$ cat src/logic/adcc_pkg.sv
// shared constants and types for the converter control block
// assumes a 32-bit avalon-mm register bus and one system clock
package adcc_pkg;
	localparam logic [4:0]  OFF_CFG    = 5'h00;
	localparam logic [4:0]  OFF_CHAN   = 5'h04;
	localparam logic [4:0]  OFF_STATUS = 5'h08;
	localparam logic [4:0]  OFF_RESULT = 5'h0c;
	localparam logic [4:0]  OFF_CMPVAL = 5'h10;
	localparam logic [4:0]  OFF_PINCTL = 5'h14;
	localparam logic [31:0] CFG_RESET  = 32'h0000_0000;
	localparam logic [11:0] CMP_RESET  = 12'h000;
	localparam logic [15:0] PIN_RESET  = 16'h0000;
	localparam int          ST_ACTIVE  = 0;
	localparam int          ST_EMPTY   = 1;
	localparam int          ST_FULL    = 2;
	localparam int          ST_DONE    = 3;
	localparam int          RES_W      = 12;
	localparam int          CHAN_W     = 5;

	typedef enum logic [1:0] {ADCC_RES8, ADCC_RES10, ADCC_RES12, ADCC_RES_RSVD} adcc_res_type;
	typedef enum logic [1:0] {ADCC_SRC_BUS, ADCC_SRC_BUS2, ADCC_SRC_ALT, ADCC_SRC_ASYNC} adcc_src_type;
	typedef enum logic [1:0] {ADCC_DIV1, ADCC_DIV2, ADCC_DIV4, ADCC_DIV8} adcc_div_type;
	typedef enum logic [1:0] {ADCC_CMP_OFF, ADCC_CMP_LESS, ADCC_CMP_GE, ADCC_CMP_RSVD} adcc_cmp_type;
	typedef enum logic [1:0] {ADCC_MASK_NEVER, ADCC_MASK_AUTO, ADCC_MASK_ALWAYS, ADCC_MASK_RSVD} adcc_mask_type;
	typedef enum logic {ADCC_IDLE, ADCC_CONV} adcc_state_type;

	// configuration word, bit 0 at the bottom of the struct
	typedef struct packed {
		logic [11:0]   unused;
		logic          irq_en;
		logic          continuous;
		logic [2:0]    fifo_depth;
		logic          scan;
		logic          hw_multi;
		logic          cmp_and;
		adcc_cmp_type  cmp_mode;
		adcc_mask_type trig_mask;
		logic          hw_trig;
		logic          ref_supply;
		adcc_div_type  div;
		adcc_src_type  src;
		adcc_res_type  res;
	} adcc_cfg_type;
endpackage

$ cat src/logic/adcc_top.sv
// conversion control around a successive-approximation converter core
// assumes the core starts on core_start_o, steps on core_clk_en_o, answers with core_done_i
`timescale 1ns/1ns
`default_nettype none

// Functional notes
// - result resolution selectable as eight, ten or twelve bits
// - conversion clock from bus, bus halved, alternate or local async clock
// - selected clock divided by one, two, four or eight
// - reference choice between default reference pair and analog supply pair
// - compare adds result to ones-complement of compare value
// - compare modes: off, less than, greater or equal
// - software mode channel write starts; hardware mode waits for trigger
// - hardware trigger never masked, masked while results pending, or always
// - one queue of channels, one queue of results
// - active flag set while a conversion runs
// - flags for result queue empty and full
// - conversion-complete flag and readable converted value
// - pin-control bit isolates pin: no drive, no input, no pull-up
// - sixteen pin-control bits, bit zero for input zero
// - queue depth is setting plus one; zero turns queues off
// - queued mode: complete after all hits if and-compare, else any
// - one trigger may run many conversions; scan repeats first channel
// - channels zero to thirty-one, continuous mode, completion interrupt
module adcc_top #(
	parameter int FIFO_MAX = 8
) (
	input  wire logic                       sys_clk_i,
	input  wire logic                       nrst_i,
	input  wire logic [4:0]                 avs_address_i,
	input  wire logic                       avs_read_i,
	input  wire logic                       avs_write_i,
	input  wire logic [31:0]                avs_writedata_i,
	output logic      [31:0]                avs_readdata_o,
	output logic                            avs_waitrequest_o,
	input  wire logic                       hw_trig_i,
	input  wire logic                       alternate_clock_input_i,
	input  wire logic                       local_async_conversion_clock_i,
	input  wire logic                       core_done_i,
	input  wire logic [adcc_pkg::RES_W-1:0] core_result_i,
	output logic                            core_start_o,
	output logic [adcc_pkg::CHAN_W-1:0]     core_chan_o,
	output logic [1:0]                      core_res_o,
	output logic                            core_ref_supply_o,
	output logic                            core_clk_en_o,
	output logic [15:0]                     pin_isolate_o,
	output logic                            conv_irq_o
);
	localparam int AW = $clog2(FIFO_MAX);

	if (FIFO_MAX != 8)
		$error("FIFO_MAX must be 8 to serve the 3-bit depth setting");

	adcc_pkg::adcc_cfg_type   cfg;
	adcc_pkg::adcc_state_type state;
	logic [11:0]                 cmp_val;
	logic [adcc_pkg::CHAN_W-1:0] chan_mem [FIFO_MAX];
	logic [adcc_pkg::RES_W-1:0]  res_mem [FIFO_MAX];
	logic [AW:0]                 chan_cnt;
	logic [AW:0]                 res_cnt;
	logic [AW-1:0]               res_rd;
	logic [AW-1:0]               conv_idx;
	logic                        conv_done;
	logic                        any_hit;
	logic                        all_hit;
	logic                        run_all;
	logic                        half;
	logic [2:0]                  alt_sync;
	logic [2:0]                  asy_sync;
	logic [2:0]                  div_cnt;
	logic                        trig_d;

	function automatic logic [AW-1:0] wrap(input logic [AW:0] v);
		return v[AW-1:0];
	endfunction

	// queues off when depth setting is zero: single slot, results overwrite
	wire         fifo_en  = cfg.fifo_depth != 3'h0;
	wire [AW:0]  eff_dep  = {1'b0, cfg.fifo_depth} + 4'h1;
	wire         res_full = res_cnt == eff_dep;
	wire         res_emp  = res_cnt == '0;
	wire         acc      = (avs_read_i | avs_write_i) & ~avs_waitrequest_o;
	wire         wr_cfg   = acc & avs_write_i & (avs_address_i == adcc_pkg::OFF_CFG);
	wire         wr_chan  = acc & avs_write_i & (avs_address_i == adcc_pkg::OFF_CHAN);
	wire         rd_res   = acc & avs_read_i & (avs_address_i == adcc_pkg::OFF_RESULT);
	wire         chan_full = chan_cnt == eff_dep;

	// result masked to its width, right-justified
	logic [11:0] res_mask;
	always_comb
	begin
		unique case (cfg.res)
			adcc_pkg::ADCC_RES8:  res_mask = 12'h0ff;
			adcc_pkg::ADCC_RES10: res_mask = 12'h3ff;
			default:              res_mask = 12'hfff;
		endcase
	end
	wire [11:0] conv_val = core_result_i & res_mask;

	// compare: result + ~cv carries out when result > cv; all ones means equal
	wire [12:0] cmp_sum = {1'b0, conv_val} + {1'b0, ~cmp_val};
	wire        cmp_ge  = cmp_sum[12] | (cmp_sum[11:0] == 12'hfff);
	logic       cmp_hit;
	always_comb
	begin
		unique case (cfg.cmp_mode)
			adcc_pkg::ADCC_CMP_LESS: cmp_hit = ~cmp_ge;
			adcc_pkg::ADCC_CMP_GE:   cmp_hit = cmp_ge;
			default:                 cmp_hit = 1'b1;
		endcase
	end
	wire cmp_on = cfg.cmp_mode == adcc_pkg::ADCC_CMP_LESS || cfg.cmp_mode == adcc_pkg::ADCC_CMP_GE;

	// hardware trigger gating
	logic trig_ok;
	always_comb
	begin
		unique case (cfg.trig_mask)
			adcc_pkg::ADCC_MASK_NEVER: trig_ok = 1'b1;
			adcc_pkg::ADCC_MASK_AUTO:  trig_ok = res_emp;
			default:                   trig_ok = 1'b0;
		endcase
	end
	wire hw_edge  = hw_trig_i & ~trig_d;
	wire hw_start = cfg.hw_trig & hw_edge & trig_ok & (fifo_en ? chan_full : chan_cnt != '0);
	// software start: single mode on every channel write, queued mode once channels fill
	wire sw_start = ~cfg.hw_trig & wr_chan & (~fifo_en | (chan_cnt + 4'h1 == eff_dep));
	wire seq_end  = fifo_en ? (res_cnt + 4'h1 == eff_dep) : 1'b1;
	wire more     = fifo_en & ~seq_end & (run_all | cfg.scan);
	wire restart  = cfg.continuous & ~cfg.hw_trig & seq_end;

	// input sampling; conversion clock: pick a source edge, then divide; stepping enable to the core
	always_ff @(posedge sys_clk_i)
	begin
		if (!nrst_i)
		begin
			trig_d   <= 1'b0;
			half     <= 1'b0;
			alt_sync <= 3'h0;
			asy_sync <= 3'h0;
		end
		else
		begin
			trig_d   <= hw_trig_i;
			half     <= ~half;
			alt_sync <= {alt_sync[1:0], alternate_clock_input_i};
			asy_sync <= {asy_sync[1:0], local_async_conversion_clock_i};
		end
	end

	logic src_tick;
	always_comb
	begin
		unique case (cfg.src)
			adcc_pkg::ADCC_SRC_BUS:  src_tick = 1'b1;
			adcc_pkg::ADCC_SRC_BUS2: src_tick = half;
			adcc_pkg::ADCC_SRC_ALT:  src_tick = alt_sync[1] & ~alt_sync[2];
			default:                 src_tick = asy_sync[1] & ~asy_sync[2];
		endcase
	end

	logic [2:0] div_top;
	always_comb
	begin
		unique case (cfg.div)
			adcc_pkg::ADCC_DIV1: div_top = 3'h0;
			adcc_pkg::ADCC_DIV2: div_top = 3'h1;
			adcc_pkg::ADCC_DIV4: div_top = 3'h3;
			default:             div_top = 3'h7;
		endcase
	end

	always_ff @(posedge sys_clk_i)
	begin
		if (!nrst_i)
		begin
			div_cnt       <= 3'h0;
			core_clk_en_o <= 1'b0;
		end
		else
		begin
			core_clk_en_o <= 1'b0;
			if (src_tick)
			begin
				div_cnt <= (div_cnt >= div_top) ? 3'h0 : div_cnt + 3'h1;
				core_clk_en_o <= div_cnt >= div_top;
			end
		end
	end

	// registers written by software
	always_ff @(posedge sys_clk_i)
	begin
		if (!nrst_i)
		begin
			cfg           <= adcc_pkg::CFG_RESET;
			cmp_val       <= adcc_pkg::CMP_RESET;
			pin_isolate_o <= adcc_pkg::PIN_RESET;
		end
		else if (acc & avs_write_i)
		begin
			if (avs_address_i == adcc_pkg::OFF_CFG)
				cfg <= {12'h000, avs_writedata_i[19:0]};
			if (avs_address_i == adcc_pkg::OFF_CMPVAL)
				cmp_val <= avs_writedata_i[11:0];
			// isolated pins: driver off, input and pull-up off, port reads zero
			if (avs_address_i == adcc_pkg::OFF_PINCTL)
				pin_isolate_o <= avs_writedata_i[15:0];
		end
	end

	// channel queue
	always_ff @(posedge sys_clk_i)
	begin
		if (!nrst_i)
			chan_cnt <= '0;
		else if (wr_cfg)
			chan_cnt <= '0;
		else if (wr_chan && (!fifo_en || !chan_full))
		begin
			// single mode keeps one slot; a full queue ignores the write
			chan_mem[fifo_en ? wrap(chan_cnt) : '0] <= avs_writedata_i[4:0];
			chan_cnt                                <= fifo_en ? chan_cnt + 4'h1 : 4'h1;
		end
	end

	// sequencer and result queue
	always_ff @(posedge sys_clk_i)
	begin
		if (!nrst_i)
		begin
			state        <= adcc_pkg::ADCC_IDLE;
			core_start_o <= 1'b0;
			core_chan_o  <= '0;
			conv_idx     <= '0;
			run_all      <= 1'b0;
			res_cnt      <= '0;
			res_rd       <= '0;
			conv_done    <= 1'b0;
			conv_irq_o   <= 1'b0;
			any_hit      <= 1'b0;
			all_hit      <= 1'b1;
		end
		else
		begin
			core_start_o <= 1'b0;
			conv_irq_o   <= conv_done & cfg.irq_en;
			if (rd_res & ~res_emp)
			begin
				res_rd  <= fifo_en ? res_rd + 1'b1 : '0;
				res_cnt <= res_cnt - 4'h1;
			end
			if (rd_res | wr_chan | wr_cfg)
				conv_done <= 1'b0;
			unique case (state)
				adcc_pkg::ADCC_IDLE:
					if (sw_start | hw_start)
					begin
						state        <= adcc_pkg::ADCC_CONV;
						core_start_o <= 1'b1;
						core_chan_o  <= (fifo_en | ~sw_start) ? chan_mem[0] : avs_writedata_i[4:0];
						conv_idx     <= '0;
						run_all      <= sw_start | cfg.hw_multi;
						any_hit      <= 1'b0;
						all_hit      <= 1'b1;
						if (!fifo_en || sw_start)
						begin
							res_cnt <= '0;
							res_rd  <= '0;
						end
					end
				adcc_pkg::ADCC_CONV:
					if (core_done_i)
					begin
						any_hit <= any_hit | cmp_hit;
						all_hit <= all_hit & cmp_hit;
						// single mode keeps only hits; queued mode keeps all
						if (fifo_en || cmp_hit)
						begin
							res_mem[fifo_en ? wrap(res_cnt) + res_rd : '0] <= conv_val;
							// a pop in the same cycle must not be lost
							res_cnt <= fifo_en ? res_cnt + 4'h1 - {3'h0, rd_res & ~res_emp} : 4'h1;
						end
						if (seq_end && (!cmp_on || (fifo_en ? (cfg.cmp_and ? all_hit & cmp_hit
							: any_hit | cmp_hit) : cmp_hit)))
							conv_done <= 1'b1;
						if (more || restart)
						begin
							core_start_o <= 1'b1;
							conv_idx     <= more & ~cfg.scan ? conv_idx + 1'b1 : '0;
							core_chan_o  <= chan_mem[more & ~cfg.scan ? conv_idx + 1'b1 : '0];
							if (restart && fifo_en)
							begin
								res_cnt <= '0;
								res_rd  <= '0;
							end
						end
						else
							state <= adcc_pkg::ADCC_IDLE;
					end
				default:
					state <= adcc_pkg::ADCC_IDLE;
			endcase
		end
	end

	assign core_res_o        = cfg.res;
	assign core_ref_supply_o = cfg.ref_supply;

	// bus slave: one wait cycle, read data loaded as waitrequest drops
	always_ff @(posedge sys_clk_i)
	begin
		if (!nrst_i)
		begin
			avs_waitrequest_o <= 1'b1;
			avs_readdata_o    <= 32'h0000_0000;
		end
		else
		begin
			avs_waitrequest_o <= ~((avs_read_i | avs_write_i) & avs_waitrequest_o);
			if (avs_read_i & avs_waitrequest_o)
			begin
				unique case (avs_address_i)
					adcc_pkg::OFF_CFG:    avs_readdata_o <= cfg;
					adcc_pkg::OFF_CHAN:   avs_readdata_o <= {27'h0, chan_mem[0]};
					adcc_pkg::OFF_STATUS: avs_readdata_o <= {28'h0, conv_done, res_full, res_emp,
						state == adcc_pkg::ADCC_CONV};
					adcc_pkg::OFF_RESULT: avs_readdata_o <= {20'h0, res_emp ? 12'h000 : res_mem[res_rd]};
					adcc_pkg::OFF_CMPVAL: avs_readdata_o <= {20'h0, cmp_val};
					adcc_pkg::OFF_PINCTL: avs_readdata_o <= {16'h0, pin_isolate_o};
					default:              avs_readdata_o <= 32'h0000_0000;
				endcase
			end
		end
	end
endmodule

`default_nettype wire

$ cat config.mk
export PLATFORM = sky130hd
export DESIGN_NAME = adcc_top
export DESIGN_NICKNAME = d
export VERILOG_FILES = /design/src/logic/adcc_pkg.sv /design/src/logic/adcc_top.sv
export SDC_FILE = /design/constraint.sdc
export NUM_CORES = 1
export LEC_CHECK = 0
export BUFFER_PORTS_ARGS = -buffer_cell sky130_fd_sc_hd__buf_2
export CORE_MARGIN = 5
export CORE_UTILIZATION = 40
export DETAILED_ROUTE_END_ITERATION = 10
export GPL_TIMING_DRIVEN = 1
export PLACE_DENSITY = 0.63
export SYNTH_ARGS = -nofsm -noshare
export SYNTH_HDL_FRONTEND = slang
export SYNTH_SLANG_ARGS = --single-unit
$ cat constraint.sdc
create_clock -name sys_clk_i -period 4 [get_ports sys_clk_i]
set_clock_uncertainty 0.15 [all_clocks]
set_input_delay 0.6 -clock sys_clk_i [delete_from_list [all_inputs] [get_ports sys_clk_i]]
set_output_delay 0.6 -clock sys_clk_i [all_outputs]
set_load 0.1 [all_outputs]
## Word level (Yosys, flattened, before mapping)

Memories as Yosys holds them, arrays and structs flattened. A register that Yosys moved wholly into a read port is not among the register bits.
Index checks and enable logic that the tools add are counted.

- Flip-flop bits (word level): 119
- Bits in writable memories: 136
- Output and inout port bits: 60
- Word-level logic and storage cells: 216
- Memories kept: 2

- $add $sub $neg: 10
- Magnitude comparators: 1
- Eq/ne operators: 21
- Multiplexer cells: 68
- Bitwise logic cells: 51
- Reduce and logical (&&, ||, !) cells: 28

Memory list:

| name | words | bits a word | read ports | clocked after Yosys merged registers in | wr ports | RTL line | source |
|---|---|---|---|---|---|---|---|
| res_mem | 8 | 12 | 1 | 1 | 1 | adcc_top.sv:58 | `logic [adcc_pkg::RES_W-1:0] res_mem [FIFO_MAX];` |
| chan_mem | 8 | 5 | 2 | 0 | 1 | adcc_top.sv:57 | `logic [adcc_pkg::CHAN_W-1:0] chan_mem [FIFO_MAX];` |

Operators by type and width:

| cell | number |
|---|---|
| 20-bit case mux with 6 select lines | 1 |
| 3-bit two-way mux | 15 |
| 4-bit two-way mux | 9 |
| 1-bit two-way mux | 25 |
| 1-bit bitwise AND | 24 |
| 12-bit case mux with 2 select lines | 1 |
| 5-bit two-way mux | 4 |
| 4-bit equality test | 4 |
| 1-bit inverter | 15 |
| 12-bit by 12-bit adder with 13-bit output | 1 |
| 12-bit bitwise AND | 1 |
| 12-bit equality test (second input constant) | 1 |
| 12-bit two-way mux | 1 |
| 12-bit inverter | 1 |
| 1-bit case mux with 2 select lines | 6 |
| 3-bit case mux with 2 select lines | 2 |
| 2-bit AND reduction | 6 |
| 2-bit by 1-bit equality test with 1-bit output (second input constant) | 5 |
| 5-bit by 4-bit equality test with 1-bit output (second input constant) | 2 |
| 5-bit equality test (second input constant) | 2 |
| 1-bit bitwise OR | 10 |
| 5-bit case mux with 2 select lines | 1 |
| 3-bit by 1-bit adder with 3-bit output (second input constant) | 3 |
| 3-bit case mux with 3 select lines | 1 |
| 22 further kinds | 38 |

## Logic depth before layout (Yosys ltp)

- Depth in word-level cells: 16
- Mapped depth: 13

## Worst setup path before layout

No wires, ideal clock.

- Path kind: input-to-reg
- Start point: in core_result_i[0] (netlist bit)
- End point: mem res_mem[0][0] (netlist bit), enable pin
- Data arrival time: 3.791 ns
- Setup slack: -0.338 ns
- Stages: 10
- Path buffers: 0
- Cells stage by stage: ha_1 fa_1 nand2_1 a2111o_1 a2111oi_0 nand4_1 or4_4 a21boi_1 nor4b_1 nor3_1

- Word-level cells in the longest chain between the ends: 12

RTL lines:

| element | RTL line | source |
|---|---|---|
| start: declaration | adcc_top.sv:40 | `input wire logic [adcc_pkg::RES_W-1:0] core_result_i,` |
| 12-bit bitwise AND * | adcc_top.sv:98 | `wire [11:0] conv_val = core_result_i & res_mask;` |
| 12-bit by 12-bit adder with 13-bit output * | adcc_top.sv:101 | `wire [12:0] cmp_sum = {1'b0, conv_val} + {1'b0, ~cmp_val};` |
| 12-bit equality test | adcc_top.sv:102 | `wire cmp_ge = cmp_sum[12] \| (cmp_sum[11:0] == 12'hfff);` |
| 1-bit bitwise OR * | adcc_top.sv:102 |  |
| 1-bit inverter | adcc_top.sv:107 | `adcc_pkg::ADCC_CMP_LESS: cmp_hit = ~cmp_ge;` |
| 1-bit case mux with 2 select lines * | adcc_top.sv:106 | `unique case (cfg.cmp_mode)` |
| 1-bit logical OR * | adcc_top.sv:278 | `if (fifo_en \|\| cmp_hit)` |
| 1-bit two-way mux * | adcc_top.sv:278 |  |
| 1-bit two-way mux * | adcc_top.sv:273 | `if (core_done_i)` |
| 1-bit two-way mux * | adcc_top.sv:255 | `unique case (state)` |
| 1-bit two-way mux * | adcc_top.sv:230 | `if (!nrst_i)` |
| 1-bit two-way mux * | adcc_top.sv:280 | `res_mem[fifo_en ? wrap(res_cnt) + res_rd : '0] <= conv_val;` |
| end: declaration | adcc_top.sv:58 |  |

Every way passes the cells marked *; elsewhere a longest branch is shown, timed or not.

## Worst setup path after layout

- Start point: reg cmp_val[0]
- End point: mem res_mem[0][2] (netlist bit), enable pin

- Word-level cells in the longest chain between the ends: 12

RTL lines:

| element | RTL line | source |
|---|---|---|
| start: declaration | adcc_top.sv:56 | `logic [11:0] cmp_val;` |
| start signal: assignment | adcc_top.sv:197 | `cmp_val <= adcc_pkg::CMP_RESET;` |
| start signal: assignment | adcc_top.sv:205 | `cmp_val <= avs_writedata_i[11:0];` |
| 12-bit inverter * | adcc_top.sv:101 |  |
| 12-bit by 12-bit adder with 13-bit output * | adcc_top.sv:101 |  |
| 12-bit equality test | adcc_top.sv:102 |  |
| 1-bit bitwise OR * | adcc_top.sv:102 |  |
| 1-bit inverter | adcc_top.sv:107 |  |
| 1-bit case mux with 2 select lines * | adcc_top.sv:106 |  |
| 1-bit logical OR * | adcc_top.sv:278 |  |
| 1-bit two-way mux * | adcc_top.sv:278 |  |
| 1-bit two-way mux * | adcc_top.sv:273 |  |
| 1-bit two-way mux * | adcc_top.sv:255 |  |
| 1-bit two-way mux * | adcc_top.sv:230 |  |
| 1-bit two-way mux * | adcc_top.sv:280 |  |

Marks and branches as above.

==> impl_metrics.toml <==
[outcome]
outcome = "completed"

[die]
design.core.area_um2 = 27930
rows = 61
ioPinCount = 117
die_w_um = 178.9
die_y_um = 178.9
start_util_pct = 40.83
dieArea_um2 = 31990

[global_routing]
grt_pass1_wl_um = 46940
antenna_found_initial = 0
gr-total-overflow = 0
grt_pass1_vias = 8188
grt_max_degree = 52
grtUsageTotal_pct = 18.85

[timing]
hold_viol = 0
final-setup-viol-count = 0
clock.fmax_mhz = 266.3
fin_ws_ns = 0.2441
slew_viol_final = 0
max-slew-margin-rel_pct = 33.13
tightest_slew_ns = 1.003
period_minus_slack_ns = 3.756
rsz0062_at_grt = "false"
timing.final.crit_share_pct = 93.90

[worst_setup_path]
path_cells = "inv_1 -> ha_1 -> fa_1 -> nand2_1 -> a2111o_1 -> a2111oi_2 -> nand4_1 -> or4_4 -> a21boi_1 -> nor4b_1 -> buf_4 -> nor3_2 -> buf_12"
crit_path_start_kind = "flop"
crit_path_end_kind = "flop"
cp_num_buf_inv = 3
crit_fanout = 12
crit_path_top_delay_cell = "or4_4"
rr_worst_depth = 13
cp.depth = 13
slowest_delay_ns = 0.52
critPathArrivalTime_ns = 3.87
worst-setup-path-type = "reg2reg"
cp_data_required_time_ns = 4.11
crit_family = "simple AND/OR/NAND/NOR gates"

[routing]
vias = 8346
vias_per_cell = 5.480
dr.pass1.iters = 5
drcViolationCount = 0
finalWirelength_um = 30510
drtAntennaViolNets = 0
routedWlPerCell_um = 20.03
first_iter_violations = 609

[yosys]
ys_ff_latch = 243
ys_types = 77
ys_warn_count = 0
synth_edf_count = 136
synth_cells = 1019
synth_ff_type = "edfxtp_1"
synth.largest_area_cell = "edfxtp_1"
syn_area_per_cell_um2 = 11.19
async_reset_ff_share_pct = 0
syn_area_um2 = 11400
synthTopCellsByArea = "edfxtp_1 (36%), dfxtp_1 (19%), mux4_2 (4.7%)"
synth-seq-area-share_pct = 54.59
synth_top_cell_area_share_pct = 35.81

[finish]
antenna_cells = 0
fin_cells = 1523
register_area_um2 = 6227
multiInputGateArea_um2 = 4791
fin_nets = 1214
synthToLayoutAreaGrowth_pct = 17.28
nFillCells = 2548
layout_commonest_cell = "edfxtp_1"
final_cell_mix = "edfxtp_1 (136), nand2_1 (118), dfxtp_1 (106), nor2_1 (95), buf_2 (92)"
drive_above_1_share_pct = 20.00

[clock_tree]
cts.path.max_buffers = 3
cts_setup_buffers = 0
hold_buffers = 0
cts.clk_slew.worst_paths_ns = 0.06
post_cts_resized = 0
cts_tree = "built"
cts_num_sinks = 243
htree_levels = 1
clockRootBuffer = "clkbuf_16"
cts_buffers = 27
worstSkewPairLatency_ns = 0.56

[placement]
routabilityCongestion = 0.8810
placedCellCount = 1473
port_buffers = 92
place_hpwl_um = 21340
pre_cts_slack_ns = -0.1828

[run]
maxCapViolations = 0

[power]
power-per-cell-area_nw_per_um2 = 416.1
ir_drop_v = 0.0003599
p_leak_uw = 0.005000

[worst_hold_path]
hold_path.class = "in2reg"
worstHoldPathCells = 2
-- metal layers --
| layer | global-route usage (%) | wire [um] | vias up | part of all wire [%] |
|---|---|---|---|---|
| met5 | 0 | 0 | - | 0 |
| met4 | 5.469 | 777 | 0 | 2.5 |
| met3 | 3.100 | 2220 | 59 | 7.3 |
| met2 | 29.75 | 13830 | 300 | 45 |
| met1 | 26.87 | 13680 | 4057 | 45 |
| li1 | - | - | 3930 | - |
-- state kept, by name (all words and copies together) (netlist names), 2 cells and up --
signal	count
core_chan_o	5
cfg	17
core_res_o	2
asy_sync	3
chan_mem	40
conv_idx	3
pin_isolate_o	16
div_cnt	3
res_mem	96
res_rd	3
avs_readdata_o	20
alt_sync	3
cmp_val	12
res_cnt	4
chan_cnt	4
-- worst paths after layout --
kind              slack [ns]                            from       endpoint
setup / recovery        0.24                      cmp_val[0]  res_mem[0][2]
setup reg to reg        0.24                      cmp_val[0]  res_mem[0][2]
hold reg to reg         0.26                            half           half
hold / removal          0.11  local_async_conversion_clock_i    asy_sync[0]
-- worst reg2reg max path: cells and delay by family (launching register included) --
kind / cells / cell delay (ns)
AND/OR/NAND/NOR: 5 / 1.03
adder cells (fa/ha/maj): 2 / 0.70
flip-flops: 1 / 0.36
buffers and inverters: 3 / 0.42
AO/OA/AOI/OAI: 3 / 0.82
-- final cells by class --
| class | instances | area share (%) |
|---|---|---|
| Clock inverter | 14 | 1.459 |
| Timing Repair Buffer | 136 | 6.006 |
| Clock buffer | 36 | 5.809 |
| Sequential cell | 243 | 46.56 |
| Multi-Input combinational cell | 687 | 35.82 |
| Tap cell | 378 | 3.536 |
| Inverter | 29 | 0.8138 |
-- report_power, final --
group	internal, uW	switching, uW
Combinational	59.8	187
Clock	1640	1040
Sequential	2630	5.89
-- synth_stat cells, drive strengths merged, types with 15 or more instances --
library cell and instances:
clkbuf 42, nor2 95, a21oi 74, and2 16, buf 29, ha 31
nand2 118, dfxtp 107, mux2i 49, nand3 15, mux4 24, o21ai 24
edfxtp 136, a22oi 17, inv 29, nor3 17
-- stage by stage --
stage / setup TNS [ns] / hold slack [ns] / power, uW / instance area [um2] / utilization (%)
final: 0 / 0.1093 / 5565 / 13380 / 47.88
after global routing: 0 / 0.1004 / 5745 / 13380 / 47.88
after CTS: 0 / 0.09732 / 5618 / 13370 / 47.86
after detailed placement: -2.184 / 0.2503 / 2938 / 12400 / 44.38
after global placement: -2.206 / 0.2486 / 2938 / 12400 / 44.38
after floorplan: 0 / 0.2371 / 2856 / 11450 / -
-- logic make-up after synthesis --
family / share of synthesized area, %
adders and majority gates: 3.752
other: 0.03288
and+or+nand+nor: 13.69
DFF: 54.59
AOI/OAI and AO/OA: 12.23
muxes: 9.172
xor gates and xnor gates: 2.523
buffers and inverters: 4.004
Note: power is estimated with default switching activity, not from simulation.
